$ cat config.mk
export PLATFORM = sky130hd
export DESIGN_NAME = rbe_rx_event_flags
export DESIGN_NICKNAME = d
export VERILOG_FILES = /design/src/hdl/rbe_pkg.sv /design/src/hdl/rbe_rx_event_flags.sv
export SDC_FILE = /design/constraint.sdc
export NUM_CORES = 1
export LEC_CHECK = 0
export BUFFER_PORTS_ARGS = -buffer_cell sky130_fd_sc_hd__buf_2
export CAP_MARGIN = 20
export CORE_ASPECT_RATIO = 1.5
export CORE_MARGIN = 2
export CORE_UTILIZATION = 34
export DETAILED_ROUTE_END_ITERATION = 8
export PLACE_DENSITY = 0.6
export SLEW_MARGIN = 20
export SYNTH_ARGS = -nofsm -noshare
export SYNTH_HDL_FRONTEND = slang
export SYNTH_SLANG_ARGS = --single-unit
$ cat constraint.sdc
create_clock -name clk_i -period 2.66 [get_ports clk_i]
set_input_delay 0.266 -clock clk_i [delete_from_list [all_inputs] [get_ports clk_i]]
set_output_delay 0.266 -clock clk_i [all_outputs]
set_load 0.005 [all_outputs]
$ cat src/hdl/rbe_pkg.sv
// Constants for the receive byte event flag block.
// Assumes an 8-bit register port with 6-bit addresses driven by the SPI slave.
`default_nettype none

package rbe_pkg;
    // Register addresses
    localparam logic [5:0] ADDR_SERDES_CTL = 6'h06;
    localparam logic [5:0] ADDR_RX_EN      = 6'h07;
    localparam logic [5:0] ADDR_RX_STATUS  = 6'h08;
    localparam logic [5:0] ADDR_DATA_A     = 6'h09;
    localparam logic [5:0] ADDR_DATA_B     = 6'h0B;
    // Reset values
    localparam logic [7:0] RST_STATUS      = 8'h00;
    localparam logic [7:0] RST_ENABLE      = 8'h00;
    localparam logic [3:0] RST_SERDES_CTL  = 4'h3;
    // Per-channel nibble layout of status and enable
    localparam int         CH_W            = 4;
    localparam int         ST_LOADED       = 0;
    localparam int         ST_EOF          = 1;
    localparam int         ST_FLOW         = 2;
    localparam int         ST_VALID        = 3;
    localparam int         EN_FULL         = 0;
    localparam int         EN_EOF          = 1;
    localparam int         EN_OVF          = 2;
    localparam int         EN_UNF          = 3;
    // Gap limit field of the serializer control register
    localparam int         GAP_MSB         = 2;
    localparam int         GAP_LSB         = 0;
    localparam logic [2:0] LAST_BIT        = 3'h7;
endpackage : rbe_pkg

`default_nettype wire

$ cat src/hdl/rbe_rx_event_flags.sv
// Receive-side byte assembly, holding registers, event status and interrupt.
// Assumes bit strobes and the register port are on clk_i; reads are one-cycle strobes.
`default_nettype none

// Functional notes
// - Reading channel A data while it holds no unread byte flags an underflow.
// - Loading channel A data while the previous byte is unread flags an overflow.
// - Enable bit 3 gates the A underflow interrupt and bit 2 the A overflow interrupt.
// - Enable bit 1 gates the A end-of-frame interrupt and bit 0 the A loaded interrupt.
// - End of frame needs a valid bit first and fires when invalid bit times exceed the limit.
// - A gap limit of zero gives end of frame at the first invalid bit time.
// - End of frame stays pending until the host reads the status register, which clears it, or receive mode is left.
// - Every transfer into the channel A holding register flags loaded for A.
// - Every transfer into the channel B holding register flags loaded for B.
// - A transfer happens after eight bits, or at end of frame when a partial byte is pending.
// - Status resets to zero; bits 7:4 are B valid, flow, eof, loaded and 3:0 the same for A.
// - The gap limit is bits 2:0 of the serializer control register, in bit times.
// - Flow violation is set by overflow or underflow and cleared by a status read.
// - Valid is set on a transfer of a fully valid byte and never raises the interrupt.
// - Status sets regardless of enables and reads zero outside receive mode.
module rbe_rx_event_flags
    import rbe_pkg::*;
(
    // Clock and reset
    input  wire logic       clk_i,
    input  wire logic       srst_i,
    // Receive mode
    input  wire logic       rx_en_i,
    // Per-channel bit stream, index 0 is A
    input  wire logic [1:0] bit_tick_i,
    input  wire logic [1:0] bit_data_i,
    input  wire logic [1:0] bit_ok_i,
    // Register port
    input  wire logic [5:0] reg_addr_i,
    input  wire logic       reg_wr_i,
    input  wire logic       reg_rd_i,
    input  wire logic [7:0] reg_wdata_i,
    output logic      [7:0] reg_rdata_o,
    // Interrupt
    output logic            irq_o
);
    logic [1:0][7:0] shreg, next_shreg, hold, next_hold, load_val;
    logic [1:0][2:0] cnt, next_cnt, gap, next_gap;
    logic [1:0]      seen, next_seen, full, next_full;
    logic [1:0]      rd_data, eof_ev, byte_done, load, ovf, unf;
    logic [1:0]      ovf_st, next_ovf_st, unf_st, next_unf_st;
    logic [7:0]      status, next_status, enable, next_enable, set_vec, next_rdata;
    logic [3:0]      ctl, next_ctl;
    logic [2:0]      gap_lim;
    logic [7:0]      irq_terms;
    logic            stat_rd;

    assign gap_lim = ctl[GAP_MSB:GAP_LSB];
    assign stat_rd = reg_rd_i && (reg_addr_i == ADDR_RX_STATUS);
    assign rd_data[0] = reg_rd_i && (reg_addr_i == ADDR_DATA_A);
    assign rd_data[1] = reg_rd_i && (reg_addr_i == ADDR_DATA_B);

    for (genvar c = 0; c < 2; c++) begin : g_ch
        assign eof_ev[c] = bit_tick_i[c] && !bit_ok_i[c] && seen[c] && (gap[c] >= gap_lim);
        assign byte_done[c] = bit_tick_i[c] && bit_ok_i[c] && (cnt[c] == LAST_BIT);
        assign load[c] = byte_done[c] || (eof_ev[c] && (cnt[c] != 3'h0));
        assign load_val[c] = byte_done[c] ? {bit_data_i[c], shreg[c][6:0]} : shreg[c];
        assign ovf[c] = load[c] && full[c] && !rd_data[c];
        assign unf[c] = rd_data[c] && !full[c];
        assign set_vec[CH_W*c+ST_LOADED] = load[c];
        assign set_vec[CH_W*c+ST_EOF]    = eof_ev[c];
        assign set_vec[CH_W*c+ST_FLOW]   = ovf[c] || unf[c];
        assign set_vec[CH_W*c+ST_VALID]  = byte_done[c];
        assign irq_terms[CH_W*c+EN_FULL] = status[CH_W*c+ST_LOADED] && enable[CH_W*c+EN_FULL];
        assign irq_terms[CH_W*c+EN_EOF]  = status[CH_W*c+ST_EOF] && enable[CH_W*c+EN_EOF];
        assign irq_terms[CH_W*c+EN_OVF]  = ovf_st[c] && enable[CH_W*c+EN_OVF];
        assign irq_terms[CH_W*c+EN_UNF]  = unf_st[c] && enable[CH_W*c+EN_UNF];

        always_comb begin
            next_shreg[c] = shreg[c];
            next_cnt[c]   = cnt[c];
            next_gap[c]   = gap[c];
            next_seen[c]  = seen[c];
            next_hold[c]  = load[c] ? load_val[c] : hold[c];
            next_full[c]  = load[c] || (full[c] && !rd_data[c]);
            if (bit_tick_i[c] && bit_ok_i[c]) begin
                next_shreg[c][cnt[c]] = bit_data_i[c];
                next_cnt[c]  = cnt[c] + 3'h1;
                next_seen[c] = 1'b1;
                next_gap[c]  = 3'h0;
            end else if (eof_ev[c]) begin
                next_cnt[c]  = 3'h0;
                next_seen[c] = 1'b0;
                next_gap[c]  = 3'h0;
            end else if (bit_tick_i[c] && seen[c]) begin
                next_gap[c] = gap[c] + 3'h1;
            end
            if (byte_done[c] || eof_ev[c]) begin
                next_shreg[c] = 8'h00;
            end
            // Leaving receive mode drops any partial frame
            if (!rx_en_i) begin
                next_shreg[c] = 8'h00;
                next_cnt[c]   = 3'h0;
                next_gap[c]   = 3'h0;
                next_seen[c]  = 1'b0;
                next_full[c]  = 1'b0;
            end
        end
    end

    always_comb begin
        next_status = rx_en_i ? ((status & ~{8{stat_rd}}) | set_vec) : RST_STATUS;
        next_ovf_st = rx_en_i ? ((ovf_st & ~{2{stat_rd}}) | ovf) : 2'h0;
        next_unf_st = rx_en_i ? ((unf_st & ~{2{stat_rd}}) | unf) : 2'h0;
        next_enable = (reg_wr_i && reg_addr_i == ADDR_RX_EN) ? reg_wdata_i : enable;
        next_ctl    = (reg_wr_i && reg_addr_i == ADDR_SERDES_CTL) ? reg_wdata_i[3:0] : ctl;
        case (reg_addr_i)
            ADDR_SERDES_CTL: next_rdata = {4'h0, ctl};
            ADDR_RX_EN:      next_rdata = enable;
            ADDR_RX_STATUS:  next_rdata = status;
            ADDR_DATA_A:     next_rdata = hold[0];
            ADDR_DATA_B:     next_rdata = hold[1];
            default:         next_rdata = 8'h00;
        endcase
        if (!reg_rd_i) begin
            next_rdata = reg_rdata_o;
        end
    end

    // valid bits never reach the output
    assign irq_o = |irq_terms;

    always_ff @(posedge clk_i) begin
        if (srst_i) begin
            shreg       <= '0;
            cnt         <= '0;
            gap         <= '0;
            seen        <= '0;
            hold        <= '0;
            full        <= '0;
            status      <= RST_STATUS;
            ovf_st      <= '0;
            unf_st      <= '0;
            enable      <= RST_ENABLE;
            ctl         <= RST_SERDES_CTL;
            reg_rdata_o <= 8'h00;
        end else begin
            shreg       <= next_shreg;
            cnt         <= next_cnt;
            gap         <= next_gap;
            seen        <= next_seen;
            hold        <= next_hold;
            full        <= next_full;
            status      <= next_status;
            ovf_st      <= next_ovf_st;
            unf_st      <= next_unf_st;
            enable      <= next_enable;
            ctl         <= next_ctl;
            reg_rdata_o <= next_rdata;
        end
    end
endmodule : rbe_rx_event_flags

`default_nettype wire

=== After elaboration in Yosys (flattened, before gate mapping) ===
Index checks and enable logic that the tools add are counted.

* Multiplexer cells: 17
* Order comparisons: 6
* Reduce and logical (&&, ||, !) cells: 61
* Eq/ne operators: 7
* Add/sub/neg operators: 4
* Bitwise gates (word level): 9

{| class="wikitable"
|+ Operators by type and width
! cell !! number
|-
| $pmux 8 s5 || 1
|-
| $logic_and 1x1->1 || 37
|-
| $eq 6x4->1 const B || 3
|-
| $bwmux 8 || 2
|-
| $mux 8 || 2
|-
| $add 3x1->3 const B || 4
|-
| $eq 6x3->1 const B || 2
|-
| $mux 3 || 4
|-
| $and 8x8->8 || 1
|-
| $logic_or 1x1->1 || 8
|-
| $lt 3x4->1 const B || 2
|-
| $not 8->8 || 1
|-
| $or 8x8->8 || 1
|-
| $reduce_or 4->1 || 2
|-
| $reduce_or 8->1 || 1
|-
| $demux 1 s3 || 2
|-
| $eq 3x3->1 const B || 2
|-
| $ge 3x1->1 const B || 2
|-
| $ge 3x3->1 || 2
|-
| $logic_not 1->1 || 6
|-
| $mux 1 || 6
|-
| $reduce_bool 3->1 || 2
|-
| $reduce_or 3->1 || 2
|-
| $and 2x2->2 || 2
|-
| 5 further kinds || 7
|}

* Output and inout bits: 9
* Bits of input ports: 25
* Word-level logic and storage cells: 121
* Flip-flop bits (word level): 80

=== Depth between registers and ports, before layout ===
Gate-level depths: netlist of the first run.

* Depth after elaboration: 10
* Mapped depth: 7

=== Worst setup path before layout of the first run ===
No wires, ideal clock.

* Kind: flip-flop to flip-flop
* Start point: reg ctl[2]
* End point: reg hold[7] in the netlist's numbering
* Path slack: 0.867 ns
* Data arrival time: 1.672 ns
* Stages on the path, launching flop included: 7
* Period minus slack after synthesis: 1.793 ns
* Required time: 2.539 ns
* Setup time: 0.121 ns
* Cell sequence: dfxtp_1 > inv_1 > ha_1 > a21o_1 > a31oi_2 > o41a_1 > mux2_2

* Word-level cells in the longest chain between the ends: 4

{| class="wikitable"
|+ Ends and longest elaborated chain
! what !! line !! text
|-
| from (decl) || rbe_rx_event_flags.sv:48 || <nowiki>logic [3:0] ctl, next_ctl;</nowiki>
|-
| from (signal assigned) || rbe_rx_event_flags.sv:154 || <nowiki>ctl <= next_ctl;</nowiki>
|-
| $ge 3x3->1 || rbe_rx_event_flags.sv:59 || <nowiki>assign eof_ev[c] = bit_tick_i[c] && !bit_ok_i[c] && seen[c] && (gap[c] >= gap_lim);</nowiki>
|-
| $logic_and 1x1->1 || rbe_rx_event_flags.sv:59 ||
|-
| $logic_and 1x1->1 || rbe_rx_event_flags.sv:61 || <nowiki>assign load[c] = byte_done[c] || (eof_ev[c] && (cnt[c] != 3'h0));</nowiki>
|-
| $logic_or 1x1->1 || rbe_rx_event_flags.sv:61 ||
|-
| to (signal assigned) || rbe_rx_event_flags.sv:148 || <nowiki>hold <= next_hold;</nowiki>
|-
| to (decl) || rbe_rx_event_flags.sv:42 || <nowiki>logic [1:0][7:0] shreg, next_shreg, hold, next_hold, load_val;</nowiki>
|}

No other way between the ends.
A chain may end at the register's enable or synchronous reset.

=== Worst setup path after layout of the first run ===
* Start point: reg ctl[2]
* End point: reg hold[10] in the netlist's numbering

The elaborated chain is that of the path after synthesis.

==> results of run 1 <==
-- cells in the mapped netlist, drive strengths merged, types with 7 or more instances --
cell type / instances / area share
dfxtp: 80 / 0.42
nand2: 63 / 0.062
nor2: 39 / 0.039
mux2i: 36 / 0.095
a21oi: 25 / 0.033
o21ai: 19 / 0.025
nand3: 16 / 0.021
nor3: 16 / 0.021
ha: 14 / 0.046
nand2b: 14 / 0.023
clkbuf: 13 / 0.013
inv: 13 / 0.013
buf: 10 / 0.018
a31oi: 8 / 0.016
a221oi: 7 / 0.016
nor2b: 7 / 0.012
o211ai: 7 / 0.014
-- registers in the layout (all words and copies together), names as in the netlist --
name         cells
enable           8
cnt              6
hold            16
ovf_st           2
full             2
unf_st           2
gap              6
reg_rdata_o      8
ctl              4
shreg           16
status           8
seen             2
-- critical path, delay by kind of cell, from the launching register on --
family	cells	cell delay [ps]
adder cells (fa/ha/maj)	1	300
AO/OA/AOI/OAI	3	820
multiplexers	1	200
buffers and inverters	2	310
flip-flops	1	360
-- per-stage QoR --
| stage | std cells | setup WS, ps | power (mW) | hold WS, ps | area [µm²] |
|---|---|---|---|---|---|
| after floorplan | 436 | 867 | 1.32 | 384 | 3800 |
| after global placement | 601 | 685 | 1.37 | 439 | 4100 |
| after detailed placement | 601 | 616 | 1.37 | 440 | 4100 |
| after CTS | 617 | 587 | 2.73 | 166 | 4430 |
| after global routing | 617 | 333 | 2.80 | 175 | 4430 |
| final | 617 | 607 | 2.70 | 171 | 4430 |
-- report_power, final --
part           total [mW]  switching [mW]  internal, mW
clock network        1.36           0.461         0.899
logic               0.131          0.0887        0.0428
registers            1.21         0.00658          1.21
total                2.70           0.556          2.15
-- layer usage --
metal,global-route usage,vias up,part of all wire
li1,-,1610,-
met1,0.187,1526,0.41
met2,0.287,87,0.51
met3,0.0294,25,0.042
met4,0.0761,0,0.039
met5,0,-,0
-- cells by family (layout without fill, tap and decap cells) --
| family | Yosys count | in the layout |
|---|---|---|
| xor+xnor | 4 | 4 |
| compound gates | 87 | 87 |
| mux | 38 | 38 |
| simple gates | 177 | 177 |
| flops | 80 | 80 |
| fa+ha+maj | 14 | 14 |
| buf+inv | 36 | 70 |
-- cell usage in the layout, fill, tap and decap left out, types with 4 or more instances in the layout --
cell and instances:
buf_2 33, a221oi_1 7, clkbuf_16 9, buf_4 8
ha_1 14, nor2_1 39, o21ai_0 18, inv_1 13
a22oi_1 4, nor3_1 16, mux2i_1 36, a21oi_1 25
nand3_1 16, nand2_1 63, or3_1 4, nor2b_1 7
a31oi_1 6, nand2b_1 14, dfxtp_1 80, o211ai_1 7
-- final cells by class --
cell class	instances	area (µm²)
timing repair buffer	41	225
sequential	80	1600
clock buffer	14	274
clock inverter	2	60.1
inverter	13	48.8
fill	1160	6510
multi-input combinational	320	2040
tap	147	184
-- worst max path at each step --
stage,cells past startpoint,start,slack (ps),endpoint
after floorplan,6,ctl[2]$_SDFFE_PP0P_,870,hold[7]$_SDFFE_PP0P_
after global placement,6,gap[0]$_SDFFE_PP0P_,680,shreg[2]$_SDFFE_PP0P_
after detailed placement,6,ctl[2]$_SDFFE_PP0P_,620,shreg[4]$_SDFFE_PP0P_
after CTS,7,ctl[2]$_SDFFE_PP0P_,590,hold[10]$_SDFFE_PP0P_
after global routing,6,ctl[2]$_SDFFE_PP0P_,330,shreg[4]$_SDFFE_PP0P_
final,7,ctl[2]$_SDFFE_PP0P_,610,hold[10]$_SDFFE_PP0P_
==> results_dict.tcl, run 1 <==
set metrics [dict create \
    die_w_um 90.3 \
    vias_per_cell 5.26 \
    synthMuxAreaShare 0.101 \
    drc 0 \
    synth_top_flop_cell "dfxtp_1" \
    max-slew-margin-rel 0.370 \
    rr_worst_depth 7 \
    critPathMaxStageDelay_ps 360 \
    path_cells "inv_1, ha_1, a21o_1, a31oi_2, o41a_1, buf_4, mux2i_1" \
    grt_max_degree 29 \
    crit_path_end_kind "register" \
    area_delta_synth_final_pct 16.7 \
    finalMaxSlewViolations 0 \
    clockBufferDepth 2 \
    cts_setup_buffers 0 \
    holdBufCountCts 0 \
    period_minus_slack_ps 2050 \
    die-area_um2 12000 \
    synthAdderAreaFrac 0.0461 \
    final_util 0.405 \
    initial_core_util 0.347 \
    p_per_area_nw_per_um2 610 \
    gr-total-overflow 0 \
    synth_async_sr_flop_share 0 \
    hp-start "reg_wdata_i[4]" \
    ctsResizeCount 0 \
    cts_tree "built" \
    synth.distinct_cells 46 \
    grt_pass1_vias 3109 \
    status "finished clean" \
    rows 47 \
    fin_crit_sh 0.772 \
    io_buffers 33 \
    p_leak_nw 1.64 \
    hold_depth 3 \
    netlist_area_um2 3800 \
    ff2ff_setup_slack_ps 610 \
    drv_cap 0 \
    fin_nets 504 \
    synthSimpleGateAreaFrac 0.229 \
    synth_compound_area_frac 0.150 \
    numCtsBuffers 9 \
    synth.yosys.warnings 0 \
    synth_top_family_by_area "simple AND/OR/NAND/NOR gates" \
    firstDrtPassIters 4 \
    r2r_start "ctl[2]$_SDFFE_PP0P_" \
    drt_iter0_markers 123 \
    rsz0062_at_grt "false" \
    fin_tns_setup_ps 0 \
    antennaDiodeCount 0 \
    wirelength_mm 9.23 \
    crit_arrival_ps 2310 \
    start_kind "register" \
    grt_usage 0.161 \
    antenna_found_initial 0 \
    vdd_drop_max_uv 226 \
    syn_nets 475 \
    layout-drive-gt1-share 0.140 \
    synth-seq-cells 80 \
    post-dp-hpwl_mm 6.93 \
    cts_root_buffer "clkbuf_16" \
    final_hold_viol_count 0 \
    cts_num_sinks 80 \
    ant_nets 0 \
    path_class "register to register" \
    fp.dieH_um 133 \
    top_level_ports 34 \
    clk_latency_ps 330 \
    worst_pin_slew_ps 931 \
    min_to "enable[4]$_SDFFE_PP0P_" \
    finalSetupViolCount 0 \
    avgSynthCellArea_um2 8.71 \
    crit_slowest_cell "dfxtp_1" \
    synthCells 436 \
    crit_required_ps 2920 \
    hold_path_class "input pin to register" \
    synth-edff-count 0 \
    routedWlPerCell_um 15.0 \
    via_count 3248 \
    grt_pass1_wl_mm 15.7 \
    reg2reg_to "hold[10]$_SDFFE_PP0P_" \
    yosysSeqAreaShare 0.422 \
    clock_skew_ps 7.00 \
    synth_xor_xnor_area_share 0.00923 \
    core_area_um2 10900 \
    cp_max_fo 7 \
    fmax_mhz 487 \
    gp_congestion 0.815 \
    htreeDepth 3 \
    clk_pin_slew_ps 60 \
]
Power figures use the tool's default switching activity.
==> run 2, diff against run 1 <==
--- a/config.mk
+++ b/config.mk
@@ -11,7 +11,7 @@
 export CORE_MARGIN = 2
 export CORE_UTILIZATION = 34
 export DETAILED_ROUTE_END_ITERATION = 8
-export PLACE_DENSITY = 0.6
+export PLACE_DENSITY = 0.62
 export SLEW_MARGIN = 20
 export SYNTH_ARGS = -nofsm -noshare
 export SYNTH_HDL_FRONTEND = slang
==> constraint.sdc (replaced) <==
create_clock -name clk_i -period 1.8 [get_ports clk_i]
set_input_delay 0.18 -clock clk_i [delete_from_list [all_inputs] [get_ports clk_i]]
set_output_delay 0.18 -clock clk_i [all_outputs]
set_load 0.005 [all_outputs]
==> run 2 against run 1 <==
Net effect: via count about the same; wire length up 2.5%; die area unchanged; critical path depth unchanged; clock-buffer cell count decreased by 1.
==> results_dict.tcl, run 2 (same netlist as run 1, synthesis figures left out) <==
set metrics [dict create \
    status "finished clean" \
    clockBufferDepth 2 \
    multi_input_area_um2 2070 \
    cts_root_buffer "clkbuf_16" \
    p_per_area_nw_per_um2 856 \
    post-dp-hpwl_mm 7.19 \
    grt_pass1_vias 3140 \
    fin_nets 521 \
    drv_cap 0 \
    reg_top3 "hold: 16 flops, shreg: 16 flops" \
    via_count 3245 \
    seq_area_um2 1600 \
    crit_path_end_kind "register" \
    cts_setup_buffers 0 \
    clk_pin_slew_ps 60 \
    antenna_found_initial 0 \
    fin_ws_ps 80.7 \
    gp_congestion 0.850 \
    grt_pass1_wl_mm 15.5 \
    vdd_drop_max_uv 546 \
    crit_slowest_cell "o41a_1" \
    finalSetupViolCount 0 \
    p_leak_nw 1.72 \
    final_cell_mix "dfxtp_1 (78), nand2_1 (63), nor2_1 (39)" \
    cts_tree "built" \
    cp_max_fo 5 \
    rows 47 \
    final_hold_viol_count 0 \
    wirelength_mm 9.47 \
    grt_max_degree 29 \
    drc 0 \
    top_level_ports 34 \
    vias_per_cell 5.12 \
    ant_nets 0 \
    die-area_um2 12000 \
    path_class "register to register" \
    core_area_um2 10900 \
    path_cells "inv_1, ha_4, a21o_1, a31oi_2, o41a_1, buf_4, mux2i_1" \
    place_ws_ps 28.7 \
    max-slew-margin-rel 0.685 \
    io_buffers 33 \
    grt_usage 0.161 \
    ctsResizeCount 0 \
    clk_latency_ps 330 \
    firstDrtPassIters 4 \
    fin_crit_sh 0.955 \
    fin_tns_setup_ps 0 \
    drt_iter0_markers 127 \
    numCtsBuffers 9 \
    fmax_mhz 582 \
    htreeDepth 3 \
    fillers 1117 \
    hold_path_class "input pin to register" \
    finalMaxSlewViolations 0 \
    area_delta_synth_final_pct 20.9 \
    gr-total-overflow 0 \
    die_w_um 90.3 \
    crit_arrival_ps 1930 \
    crit_required_ps 2010 \
    critPathMaxStageDelay_ps 440 \
    initial_core_util 0.347 \
    cts_num_sinks 80 \
    routedWlPerCell_um 14.9 \
    period_minus_slack_ps 1720 \
    layout-drive-gt1-share 0.179 \
    worst_pin_slew_ps 471 \
    antennaDiodeCount 0 \
    final_common_cell "dfxtp_1" \
    holdBufCountCts 0 \
    fp.dieH_um 133 \
    start_kind "register" \
    clock_skew_ps 9.66 \
]
-- run 2: changes by cell type in the layout (fill, tap and decap cells not counted), sizes merged --
cell    previous run  this run
buf               41        58
clkbuf            14        13
clkinv             0         1
-- run 2: metal layers --
| layer | share of wire | vias up | GRT usage |
|---|---|---|---|
| met5 | 0 | - | 0 |
| met4 | 0.032 | 0 | 0.0821 |
| met3 | 0.038 | 18 | 0.0345 |
| met2 | 0.51 | 67 | 0.284 |
| met1 | 0.42 | 1517 | 0.181 |
| li1 | - | 1643 | - |
-- run 2: path summary, 6_finish.rpt --
check	from	slack, ps	endpoint	cells past startpoint
min	reg_wdata_i[7]	90	enable[7]$_SDFFE_PP0P_	3
max reg2reg	ctl[2]$_SDFFE_PP0P_	80	hold[1]$_SDFFE_PP0P_	7
max	ctl[2]$_SDFFE_PP0P_	80	hold[1]$_SDFFE_PP0P_	7
min reg2reg	reg_rdata_o[7]$_SDFFE_PP0P_	450	reg_rdata_o[7]$_SDFFE_PP0P_	2
-- run 2: final cells by class --
class | instances | area share
Timing Repair Buffer | 58 | 0.0804
Clock buffer | 13 | 0.0545
Multi-Input combinational cell | 320 | 0.451
Tap cell | 147 | 0.0401
Inverter | 13 | 0.0106
Sequential cell | 80 | 0.349
Clock inverter | 3 | 0.0142
-- run 2: per-stage QoR --
step                      instance area [µm²]  instances   util  hold slack [ps]  power, mW
after global placement                   4230        617  0.387              411       2.03
after global routing                     4590        634  0.420             80.6       4.08
final                                    4590        634  0.420             87.9       3.93
after CTS                                4540        633  0.415             79.7       3.97
after detailed placement                 4230        617  0.387              428       2.04
after floorplan                          3800        436      -              298       1.95
-- run 2: power by group --
part | total [mW] | internal, mW | switching (mW)
sequential | 1.79 | 1.78 | 0.0101
combinational | 0.208 | 0.0744 | 0.134
clock | 1.93 | 1.25 | 0.678
total | 3.93 | 3.11 | 0.822
-- run 2: critical path, delay by kind of cell (launching register included) --
family	cells	cell delay [ps]
AOI/OAI and AO/OA	3	590
buffers and inverters	2	280
adders and majority gates	1	280
DFF	1	330
muxes	1	110
